### src/aps_defs.svh
// register map, field positions, reset values and timing counts for the pin io block
`ifndef APS_DEFS_SVH
`define APS_DEFS_SVH

// printed register index 0x06 is not a multiple of four: byte address is index times four
`define APS_PIOC_IDX 8'h06
`define APS_PIOC_ADDR 8'h18
`define APS_SEQ_ADDR 8'h40
`define APS_IRQ_STAT_ADDR 8'h44
`define APS_IRQ_MASK_ADDR 8'h48
`define APS_STAT_ADDR 8'h4c

`define APS_PIOC_RST 16'h0800
`define APS_PIOC_WMASK 16'h1f20
`define APS_SEQ_RST 16'h0001

`define APS_B_MUX 12
`define APS_B_SYNC 11
`define APS_F_ERR_HI 10
`define APS_F_ERR_LO 9
`define APS_B_ERRDAT 8
`define APS_B_IPEN1 5

`define APS_ERR_OFF 2'h0
`define APS_ERR_IN 2'h1
`define APS_ERR_OD 2'h2
`define APS_ERR_GPO 2'h3

`define APS_NUM_IRQ 3
`define APS_IRQ_ERRIN 0
`define APS_IRQ_SYNC 1
`define APS_IRQ_STEP 2

`define APS_MAX_SEQ 3'h4
`define APS_CONV_CYC 8'h10
`define APS_B_ALT 15
`define APS_RESP_OKAY 2'h0
`define APS_RESP_SLVERR 2'h2
`endif

### src/aps_pkg.sv
// types shared by the pin io block
package aps_pkg;
    typedef enum logic [1:0] {
        APS_SEQ_IDLE = 2'b00,
        APS_SEQ_CONV = 2'b01,
        APS_SEQ_SETTLE = 2'b10,
        APS_SEQ_HOLD = 2'b11
    } aps_seq_state_t;
endpackage

### src/aps_seq_if.sv
// carries sequencer controls and its position between the top and the sequencer
`timescale 1ns/1ps
interface aps_seq_if;
    logic run;
    logic [3:0] chan_en;
    logic [7:0] settle_cyc;
    logic [7:0] conv_cyc;
    logic sync_hold;
    logic alt_gate;
    logic [1:0] slot;
    logic step;
    logic settling;
    logic conv_busy;
    modport ctrl (output run, chan_en, settle_cyc, conv_cyc, sync_hold, alt_gate,
        input slot, step, settling, conv_busy);
    modport seq (input run, chan_en, settle_cyc, conv_cyc, sync_hold, alt_gate,
        output slot, step, settling, conv_busy);
endinterface
### src/aps_chan_seq.sv
// channel sequencer: steps enabled slots, settles after each switch, obeys sync
`timescale 1ns/1ps
`include "aps_defs.svh"
module aps_chan_seq (
    input wire logic core_clk_i, // device clock
    input wire logic arst_n_i, // async reset, active low
    aps_seq_if.seq sq // controls in, position out
);
    aps_pkg::aps_seq_state_t state_r;
    logic [7:0] cnt_r;
    logic [1:0] slot_r;
    logic step_r;

    function automatic logic [1:0] next_slot(input logic [1:0] cur, input logic [3:0] en);
        logic [1:0] s;
        logic [1:0] r;
        r = cur;
        for (int i = 1; i <= 4; i++) begin
            s = 2'(cur + 2'(i));
            if (en[s] && r == cur) begin
                r = s;
            end
        end
        return r;
    endfunction

    function automatic logic multi(input logic [3:0] en);
        return ($countones(en) > 1);
    endfunction

    // at most four slots: the slot counter is only two bits wide
    always_ff @(posedge core_clk_i or negedge arst_n_i) begin
        if (!arst_n_i) begin
            state_r <= aps_pkg::APS_SEQ_IDLE;
            cnt_r <= 8'h00;
            slot_r <= 2'h0;
            step_r <= 1'b0;
        end else begin
            step_r <= 1'b0;
            if (!sq.run || sq.sync_hold) begin
                state_r <= aps_pkg::APS_SEQ_IDLE;
                cnt_r <= 8'h00;
            end else begin
                case (state_r)
                    aps_pkg::APS_SEQ_IDLE: begin
                        state_r <= aps_pkg::APS_SEQ_SETTLE;
                        cnt_r <= sq.settle_cyc;
                    end
                    aps_pkg::APS_SEQ_SETTLE: begin
                        if (cnt_r == 8'h00) begin
                            state_r <= aps_pkg::APS_SEQ_CONV;
                            cnt_r <= sq.conv_cyc;
                        end else begin
                            cnt_r <= 8'(cnt_r - 8'h01);
                        end
                    end
                    aps_pkg::APS_SEQ_CONV: begin
                        if (cnt_r != 8'h00) begin
                            cnt_r <= 8'(cnt_r - 8'h01);
                        end else if (sq.alt_gate && multi(sq.chan_en)) begin
                            state_r <= aps_pkg::APS_SEQ_HOLD;
                        end else begin
                            slot_r <= next_slot(slot_r, sq.chan_en);
                            step_r <= 1'b1;
                            state_r <= aps_pkg::APS_SEQ_SETTLE;
                            cnt_r <= sq.settle_cyc;
                        end
                    end
                    aps_pkg::APS_SEQ_HOLD: begin
                        if (!sq.alt_gate) begin
                            slot_r <= next_slot(slot_r, sq.chan_en);
                            step_r <= 1'b1;
                            state_r <= aps_pkg::APS_SEQ_SETTLE;
                            cnt_r <= sq.settle_cyc;
                        end
                    end
                    default: begin
                        state_r <= aps_pkg::APS_SEQ_IDLE;
                    end
                endcase
            end
        end
    end

    assign sq.slot = slot_r;
    assign sq.step = step_r;
    assign sq.settling = (state_r == aps_pkg::APS_SEQ_SETTLE);
    assign sq.conv_busy = (state_r == aps_pkg::APS_SEQ_CONV);

    settle_after_step_a: assert property (@(posedge core_clk_i) disable iff (!arst_n_i)
        step_r |-> state_r == aps_pkg::APS_SEQ_SETTLE)
        else $error("no settle after mux switch");
    hold_blocks_conv_a: assert property (@(posedge core_clk_i) disable iff (!arst_n_i)
        sq.sync_hold |=> state_r == aps_pkg::APS_SEQ_IDLE)
        else $error("sync low did not hold conversion in reset");
    alt_withhold_a: assert property (@(posedge core_clk_i) disable iff (!arst_n_i)
        (state_r == aps_pkg::APS_SEQ_HOLD && sq.alt_gate && sq.run && !sq.sync_hold)
        |=> state_r == aps_pkg::APS_SEQ_HOLD)
        else $error("conversion started while sync low");
    step_cover_c: cover property (@(posedge core_clk_i) disable iff (!arst_n_i) step_r);
    hold_cover_c: cover property (@(posedge core_clk_i) disable iff (!arst_n_i)
        state_r == aps_pkg::APS_SEQ_HOLD ##1 step_r);
endmodule

### src/aps_pin_io.sv
// pin io configuration, sync/error pin and external mux control behind axi4-lite
//
// The implementer's own choice: the AXI4-Lite register port.
`timescale 1ns/1ps
`include "aps_defs.svh"
module aps_pin_io (
    input wire logic core_clk_i, // device clock, 200 MHz
    input wire logic arst_n_i, // async reset, active low
    input wire logic [7:0] s_axi_awaddr, // write address
    input wire logic s_axi_awvalid, // write address valid
    output logic s_axi_awready, // write address ready
    input wire logic [31:0] s_axi_wdata, // write data
    input wire logic [3:0] s_axi_wstrb, // write byte strobes
    input wire logic s_axi_wvalid, // write data valid
    output logic s_axi_wready, // write data ready
    output logic [1:0] s_axi_bresp, // write response
    output logic s_axi_bvalid, // write response valid
    input wire logic s_axi_bready, // write response ready
    input wire logic [7:0] s_axi_araddr, // read address
    input wire logic s_axi_arvalid, // read address valid
    output logic s_axi_arready, // read address ready
    output logic [31:0] s_axi_rdata, // read data
    output logic [1:0] s_axi_rresp, // read response
    output logic s_axi_rvalid, // read data valid
    input wire logic s_axi_rready, // read data ready
    input wire logic sync_err_pin_i, // sync/error pin level
    output logic sync_err_pin_o, // sync/error pin drive value
    output logic sync_err_pin_oe_o, // sync/error pin drive enable
    output logic [1:0] general_pin_o, // general pins 0/1 drive value
    output logic [1:0] general_pin_oe_o, // general pins drive enable
    input wire logic [1:0] general_pin_i, // general pins level
    input wire logic [3:0] status_err_i, // other status error flags
    output logic adc_error_o, // combined adc error flag
    output logic filter_reset_o, // holds modulator and filter in reset
    output logic irq_o // level interrupt
);
    logic [15:0] pioc_r;
    logic [15:0] seq_r;
    logic [`APS_NUM_IRQ-1:0] irq_stat_r;
    logic [`APS_NUM_IRQ-1:0] irq_mask_r;
    logic [7:0] awaddr_r;
    logic [31:0] wdata_r;
    logic [3:0] wstrb_r;
    logic aw_have_r;
    logic w_have_r;
    logic pin_prev_r;
    logic [1:0] err_mode;
    logic sync_en;
    logic alternate_sync_mode;
    logic wr_fire;
    logic sync_hold;
    logic err_in_evt;
    logic sync_evt;
    logic [`APS_NUM_IRQ-1:0] irq_set;
    logic [`APS_NUM_IRQ-1:0] irq_clr;
    logic [15:0] pioc_rd;
    logic any_err;
    aps_seq_if sq ();

    function automatic logic [15:0] merge16(input logic [15:0] old, input logic [31:0] wd,
        input logic [3:0] st, input logic [15:0] msk);
        logic [15:0] n;
        n = old;
        if (st[0]) begin
            n[7:0] = wd[7:0];
        end
        if (st[1]) begin
            n[15:8] = wd[15:8];
        end
        return (n & msk) | (old & ~msk);
    endfunction

    assign err_mode = pioc_r[`APS_F_ERR_HI:`APS_F_ERR_LO];
    assign sync_en = pioc_r[`APS_B_SYNC];
    // alternate sync lives outside this register; kept in a local control word
    assign alternate_sync_mode = seq_r[`APS_B_ALT];
    assign sync_hold = sync_en && !alternate_sync_mode && !sync_err_pin_i;
    assign wr_fire = aw_have_r && w_have_r && !s_axi_bvalid;
    assign any_err = |status_err_i;

    // write channel capture, either order
    always_ff @(posedge core_clk_i or negedge arst_n_i) begin
        if (!arst_n_i) begin
            aw_have_r <= 1'b0;
            w_have_r <= 1'b0;
            awaddr_r <= 8'h00;
            wdata_r <= 32'h0000_0000;
            wstrb_r <= 4'h0;
            s_axi_bvalid <= 1'b0;
            s_axi_bresp <= `APS_RESP_OKAY;
        end else begin
            if (s_axi_awvalid && s_axi_awready) begin
                aw_have_r <= 1'b1;
                awaddr_r <= s_axi_awaddr;
            end
            if (s_axi_wvalid && s_axi_wready) begin
                w_have_r <= 1'b1;
                wdata_r <= s_axi_wdata;
                wstrb_r <= s_axi_wstrb;
            end
            if (wr_fire) begin
                aw_have_r <= 1'b0;
                w_have_r <= 1'b0;
                s_axi_bvalid <= 1'b1;
                case (awaddr_r)
                    `APS_PIOC_ADDR, `APS_SEQ_ADDR, `APS_IRQ_STAT_ADDR,
                    `APS_IRQ_MASK_ADDR, `APS_STAT_ADDR: s_axi_bresp <= `APS_RESP_OKAY;
                    default: s_axi_bresp <= `APS_RESP_SLVERR;
                endcase
            end else if (s_axi_bvalid && s_axi_bready) begin
                s_axi_bvalid <= 1'b0;
            end
        end
    end

    // readies come from flops: each shows whether its slot is free after this edge
    always_ff @(posedge core_clk_i or negedge arst_n_i) begin
        if (!arst_n_i) begin
            s_axi_awready <= 1'b0;
            s_axi_wready <= 1'b0;
            s_axi_arready <= 1'b0;
        end else begin
            s_axi_awready <= wr_fire || !(aw_have_r || (s_axi_awvalid && s_axi_awready));
            s_axi_wready <= wr_fire || !(w_have_r || (s_axi_wvalid && s_axi_wready));
            s_axi_arready <= (s_axi_rvalid && s_axi_rready) ||
                !(s_axi_rvalid || (s_axi_arvalid && s_axi_arready));
        end
    end

    // configuration register; bit 8 is only stored, its read depends on pin mode
    always_ff @(posedge core_clk_i or negedge arst_n_i) begin
        if (!arst_n_i) begin
            pioc_r <= `APS_PIOC_RST;
            seq_r <= `APS_SEQ_RST;
            irq_mask_r <= '0;
        end else if (wr_fire) begin
            case (awaddr_r)
                `APS_PIOC_ADDR: pioc_r <= merge16(pioc_r, wdata_r, wstrb_r,
                    `APS_PIOC_WMASK);
                `APS_SEQ_ADDR: seq_r <= merge16(seq_r, wdata_r, wstrb_r, 16'hffff);
                `APS_IRQ_MASK_ADDR: begin
                    if (wstrb_r[0]) begin
                        irq_mask_r <= wdata_r[`APS_NUM_IRQ-1:0];
                    end
                end
                default: begin
                end
            endcase
        end
    end

    assign irq_clr = (wr_fire && awaddr_r == `APS_IRQ_STAT_ADDR && wstrb_r[0]) ?
        wdata_r[`APS_NUM_IRQ-1:0] : '0;
    assign err_in_evt = (err_mode == `APS_ERR_IN) && !sync_err_pin_i && pin_prev_r;
    assign sync_evt = sync_en && sync_err_pin_i && !pin_prev_r;
    assign irq_set = {sq.step, sync_evt, err_in_evt};

    // sticky events: a set in the clearing cycle wins
    always_ff @(posedge core_clk_i or negedge arst_n_i) begin
        if (!arst_n_i) begin
            irq_stat_r <= '0;
            pin_prev_r <= 1'b1;
            irq_o <= 1'b0;
        end else begin
            pin_prev_r <= sync_err_pin_i;
            irq_stat_r <= (irq_stat_r & ~irq_clr) | irq_set;
            irq_o <= |(((irq_stat_r & ~irq_clr) | irq_set) & irq_mask_r);
        end
    end

    // sync/error pin and general pin drivers
    always_ff @(posedge core_clk_i or negedge arst_n_i) begin
        if (!arst_n_i) begin
            sync_err_pin_o <= 1'b0;
            sync_err_pin_oe_o <= 1'b0;
            general_pin_o <= 2'h0;
            general_pin_oe_o <= 2'h0;
            adc_error_o <= 1'b0;
            filter_reset_o <= 1'b0;
        end else begin
            case (err_mode)
                `APS_ERR_OFF: begin
                    sync_err_pin_oe_o <= 1'b0;
                    sync_err_pin_o <= 1'b0;
                    adc_error_o <= any_err;
                end
                `APS_ERR_IN: begin
                    sync_err_pin_oe_o <= 1'b0;
                    sync_err_pin_o <= 1'b0;
                    adc_error_o <= any_err | !sync_err_pin_i;
                end
                `APS_ERR_OD: begin
                    sync_err_pin_o <= 1'b0;
                    sync_err_pin_oe_o <= any_err;
                    adc_error_o <= any_err;
                end
                `APS_ERR_GPO: begin
                    sync_err_pin_o <= pioc_r[`APS_B_ERRDAT];
                    sync_err_pin_oe_o <= 1'b1;
                    adc_error_o <= any_err;
                end
                default: begin
                    sync_err_pin_oe_o <= 1'b0;
                    sync_err_pin_o <= 1'b0;
                    adc_error_o <= any_err;
                end
            endcase
            filter_reset_o <= sync_hold;
            if (pioc_r[`APS_B_MUX]) begin
                general_pin_o <= sq.slot;
                general_pin_oe_o <= 2'h3;
            end else begin
                general_pin_o <= 2'h0;
                // mux off leaves both general pins undriven; pin 1 input enable plays no part
                general_pin_oe_o <= 2'h0;
            end
        end
    end

    always_comb begin
        pioc_rd = pioc_r & `APS_PIOC_WMASK;
        if (err_mode != `APS_ERR_GPO) begin
            pioc_rd[`APS_B_ERRDAT] = sync_err_pin_i;
        end
    end

    // read channel: one cycle after the address is taken
    always_ff @(posedge core_clk_i or negedge arst_n_i) begin
        if (!arst_n_i) begin
            s_axi_rvalid <= 1'b0;
            s_axi_rdata <= 32'h0000_0000;
            s_axi_rresp <= `APS_RESP_OKAY;
        end else if (s_axi_arvalid && s_axi_arready) begin
            s_axi_rvalid <= 1'b1;
            s_axi_rresp <= `APS_RESP_OKAY;
            case (s_axi_araddr)
                `APS_PIOC_ADDR: s_axi_rdata <= {16'h0000, pioc_rd};
                `APS_SEQ_ADDR: s_axi_rdata <= {16'h0000, seq_r};
                `APS_IRQ_STAT_ADDR: s_axi_rdata <= {29'h0, irq_stat_r};
                `APS_IRQ_MASK_ADDR: s_axi_rdata <= {29'h0, irq_mask_r};
                `APS_STAT_ADDR: s_axi_rdata <= {24'h0, general_pin_i[1] & pioc_r[`APS_B_IPEN1],
                    sync_err_pin_i, sq.conv_busy, sq.settling, filter_reset_o, adc_error_o,
                    sq.slot};
                default: begin
                    s_axi_rdata <= 32'h0000_0000;
                    s_axi_rresp <= `APS_RESP_SLVERR;
                end
            endcase
        end else if (s_axi_rvalid && s_axi_rready) begin
            s_axi_rvalid <= 1'b0;
        end
    end

    assign sq.run = |seq_r[3:0];
    assign sq.chan_en = seq_r[3:0];
    assign sq.settle_cyc = seq_r[11:4];
    assign sq.conv_cyc = `APS_CONV_CYC;
    assign sq.sync_hold = sync_hold;
    assign sq.alt_gate = sync_en && alternate_sync_mode && !sync_err_pin_i;

    aps_chan_seq u_seq (
        .core_clk_i(core_clk_i),
        .arst_n_i(arst_n_i),
        .sq(sq)
    );

    mux_pins_a: assert property (@(posedge core_clk_i) disable iff (!arst_n_i)
        pioc_r[`APS_B_MUX] |=> general_pin_oe_o == 2'h3)
        else $error("mux selects not driven");
    od_drive_a: assert property (@(posedge core_clk_i) disable iff (!arst_n_i)
        (err_mode == `APS_ERR_OD && any_err) |=> sync_err_pin_oe_o && !sync_err_pin_o)
        else $error("open drain not pulled low on error");
    off_mode_a: assert property (@(posedge core_clk_i) disable iff (!arst_n_i)
        err_mode == `APS_ERR_OFF |=> !sync_err_pin_oe_o)
        else $error("pin driven while error off");
    err_in_or_a: assert property (@(posedge core_clk_i) disable iff (!arst_n_i)
        (err_mode == `APS_ERR_IN && !sync_err_pin_i) |=> adc_error_o)
        else $error("error input not merged");
    gpo_level_a: assert property (@(posedge core_clk_i) disable iff (!arst_n_i)
        err_mode == `APS_ERR_GPO |=> sync_err_pin_o == $past(pioc_r[`APS_B_ERRDAT]))
        else $error("gpo level wrong");
    reserved_zero_a: assert property (@(posedge core_clk_i) disable iff (!arst_n_i)
        (pioc_r & ~`APS_PIOC_WMASK) == (`APS_PIOC_RST & ~`APS_PIOC_WMASK))
        else $error("reserved bits changed");
    sync_reset_a: assert property (@(posedge core_clk_i) disable iff (!arst_n_i)
        sync_hold |=> filter_reset_o)
        else $error("filter not held in reset");
    od_cover_c: cover property (@(posedge core_clk_i) disable iff (!arst_n_i)
        err_mode == `APS_ERR_OD && any_err);
    sync_cover_c: cover property (@(posedge core_clk_i) disable iff (!arst_n_i) sync_evt);
endmodule

### config.mk
export PLATFORM = sky130hd
export DESIGN_NAME = aps_pin_io
export DESIGN_NICKNAME = d
export VERILOG_FILES = /design/src/aps_pkg.sv /design/src/aps_seq_if.sv /design/src/aps_chan_seq.sv /design/src/aps_pin_io.sv
export VERILOG_INCLUDE_DIRS = /design/src
export SDC_FILE = /design/constraint.sdc
export NUM_CORES = 1
export LEC_CHECK = 0
export ABC_AREA = 1
export BUFFER_PORTS_ARGS = -buffer_cell sky130_fd_sc_hd__buf_2
export CAP_MARGIN = 20
export CORE_ASPECT_RATIO = 0.7
export CORE_MARGIN = 4
export CORE_UTILIZATION = 35
export DETAILED_ROUTE_END_ITERATION = 6
export PLACE_DENSITY = 0.58
export SYNTH_ARGS = -nofsm -noshare
export SYNTH_HDL_FRONTEND = slang
export SYNTH_SLANG_ARGS = --single-unit
### constraint.sdc
create_clock -name core_clk_i -period 3.07 [get_ports core_clk_i]
set_clock_uncertainty 0.05 [all_clocks]
set_input_delay 0 -clock core_clk_i [delete_from_list [all_inputs] [get_ports core_clk_i]]
set_output_delay 0 -clock core_clk_i [all_outputs]
set_load 0.005 [all_outputs]
==> run metrics <==
routed len/inst 13.9 um; critical path's most frequent cell nand2_1; TritonCTS Sinks 101; nature of the critical path endpoint register; setup violators final 0; fin crit share 79.8%; row count 36; VDD IR-drop max 0.000400 V; fin nets 811; Synth top area share 49.0%; n_diodes 0; H-tree levels 3; setup TNS 0 ps; run status finished, final reports clean; Mean Syn Cell Area 8.03 um2; Least-Margin Pin Slew 838 ps; count of hold-fix buffers inserted at cts 35; highest-delay cell along the critical path dfstp_2; layout cells sized above 1 15.9%; worst hold path class in -> reg; Starting DRT DRC Count 278; placed insts 879; Core Footprint 0.0140 mm2; Root Buffer clkbuf_16; synthesized area 0.00500 mm2; crit path buf inv count 2; CP Max Fanout 6; DRC errors left 0; most frequent cell after synthesis nand2_1; I/O Buffers 78; CP Data Arrival Time 2660 ps; Synth Instances 623; critical path's top delay family adder cells; GRT Util Overall 16.4%; die area 0.0163 mm2; post-synthesis sequential area ratio 50.6%; first-pass GRT wire length 21,000 um; pre-CTS setup slack 659 ps; P&R area growth vs syn 23.8%; Post-synth EDFFs 0; Hold WS 7.63 ps; Post-CTS Setup Bufs 0; vias in the first global route 4,194; Detailed Routing Iterations Pass 1 5; die span in y 108 um; post-route ant nets 0; # Max-Cap Violations 0; Commonest cells post-synth nand2_1 (217), dfrtp_1 (98), inv_1 (72); top cells by area, synth dfrtp_1 (49%), nand2_1 (16%), o21ai_0 (6.1%); Critical Path Max Stage Delay 570 ps; Yosys top cell by area dfrtp_1; io pins 116; Skew-Pair Late Insertion Delay 350 ps; Setup crit start kind register; worst r2r path cells 11; Power per Cell Area 644 mW/mm2; critical setup path kind reg -> reg; unrepaired setup endpoints after global routing false; post-CTS sizing 0; max frequency 408 MHz; drt via density 4.70; WL final 12,900 um; Pins Over Slew Limit 0; grt total ovfl 0; Yosys reg bits 101; Initial Util 35.8%; Die Wd 151 um; Crit path depth 11; CTS Buffer Depth 2; CTS buffer count 9; final core utilization 44.4%; P_leak 0.00319 uW; CTS tree built; worst path cell trace inv_1 -> ha_1 -> nand2_1 -> fa_1 -> a21oi_1 -> nand2_1 -> o21ai_1 -> nand2_1 -> inv_2 -> nand2_1 -> o21ai_0; post-route setup slack 619 ps; routability cong. 0.893; non-filler cells, final 930; async set or reset register ratio after synthesis 100%; post-DP HPWL 9700 um; fillers 1,385; Slew HR 44.1%; clock-pin slew on the worst setup and hold paths 70 ps; synth unique cells 36; Vias 4,370; critical path data required time 3280 ps; initial antenna violation count 0; Ys Warns 0; Top FF cell, synth dfrtp_1; hold depth 4; Final Hold Fails 0; largest net degree at the start of global routing 54; Final min period 2450 ps
## worst register-to-register path, stage by stage, from the launching register on
cell     delay [ps]
dfstp_2         570
inv_1            70
ha_1            300
nand2_1          90
fa_1            410
a21oi_1         180
nand2_1         140
o21ai_1         190
nand2_1         120
inv_2           140
nand2_1          60
o21ai_0          60
## state kept, by name, indices dropped and copies added, names as in the netlist, 2 cells and up, named ones only
register       count
s_axi_rdata       16
seq_r             16
wdata_r           16
awaddr_r           8
u_seq.cnt_r        8
irq_mask_r         3
irq_stat_r         3
general_pin_o      2
u_seq.sq.slot      2
u_seq.state_r      2
wstrb_r            2
## logic make-up after synthesis
family / after synthesis / synth area share (%)
buffers and inverters: 109 / 9.98
xor gates and xnor gates: 4 / 0.700
DFF: 101 / 50.6
AOI/OAI and AO/OA: 101 / 11.0
and+or+nand+nor: 297 / 25.0
other: 1 / 0.0749
adders and majority gates: 10 / 2.65
## through the flow
stage               total power [uW]  area (um2)
global placement                2670        5510
detailed placement              2710        5510
finish                          3990        6200
floorplan                       2380        5070
CTS                             4020        6200
global route                    4250        6200
## power breakdown
group	switching, uW	total, uW	internal [uW]
clock network	510	1250	744
logic	613	938	325
registers	178	1800	1620
total	1300	3990	2690
## path summary, 6_finish.rpt
path,slack (ps),to,from
max,620,u_seq.cnt_r[5],seq_r[0]
min,8,wdata_r[13],s_axi_wvalid
max reg2reg,620,u_seq.cnt_r[5],seq_r[0]
min reg2reg,430,s_axi_rdata[3],s_axi_rdata[3]
max in group asynchronous,1920,seq_r[0],arst_n_i
min in group asynchronous,190,s_axi_rdata[15],arst_n_i
## final cells by class
cell class / count / area, um2 / area share [%]
well taps: 190 / 238 / 3.84
repair buffers: 116 / 766 / 12.4
clock buffers: 10 / 239 / 3.86
multi-input cells: 430 / 2040 / 32.9
inverters: 77 / 289 / 4.66
clock inverters: 6 / 95.1 / 1.53
flip-flops and latches: 101 / 2530 / 40.9
## cell usage in the layout, fill, tap and decap left out, types with 7 or more instances in the layout
| cell | count |
|---|---|
| nand4_1 | 7 |
| buf_2 | 77 |
| nand3_1 | 33 |
| nand2_1 | 217 |
| dfrtp_1 | 98 |
| a21oi_1 | 8 |
| nor2_1 | 24 |
| ha_1 | 9 |
| conb_1 | 18 |
| dlygate4sd3_1 | 35 |
| clkbuf_16 | 9 |
| inv_1 | 72 |
| o21ai_1 | 12 |
| o21ai_0 | 61 |
## layer usage
metal	vias up	routed length, um	GRT usage, %
li1	2171	-	-
met1	2052	6570	24.5
met2	137	5420	24.5
met3	10	769	3.90
met4	0	133	2.98
met5	-	0	0
No activity file was read; power rests on OpenSTA's default activity.
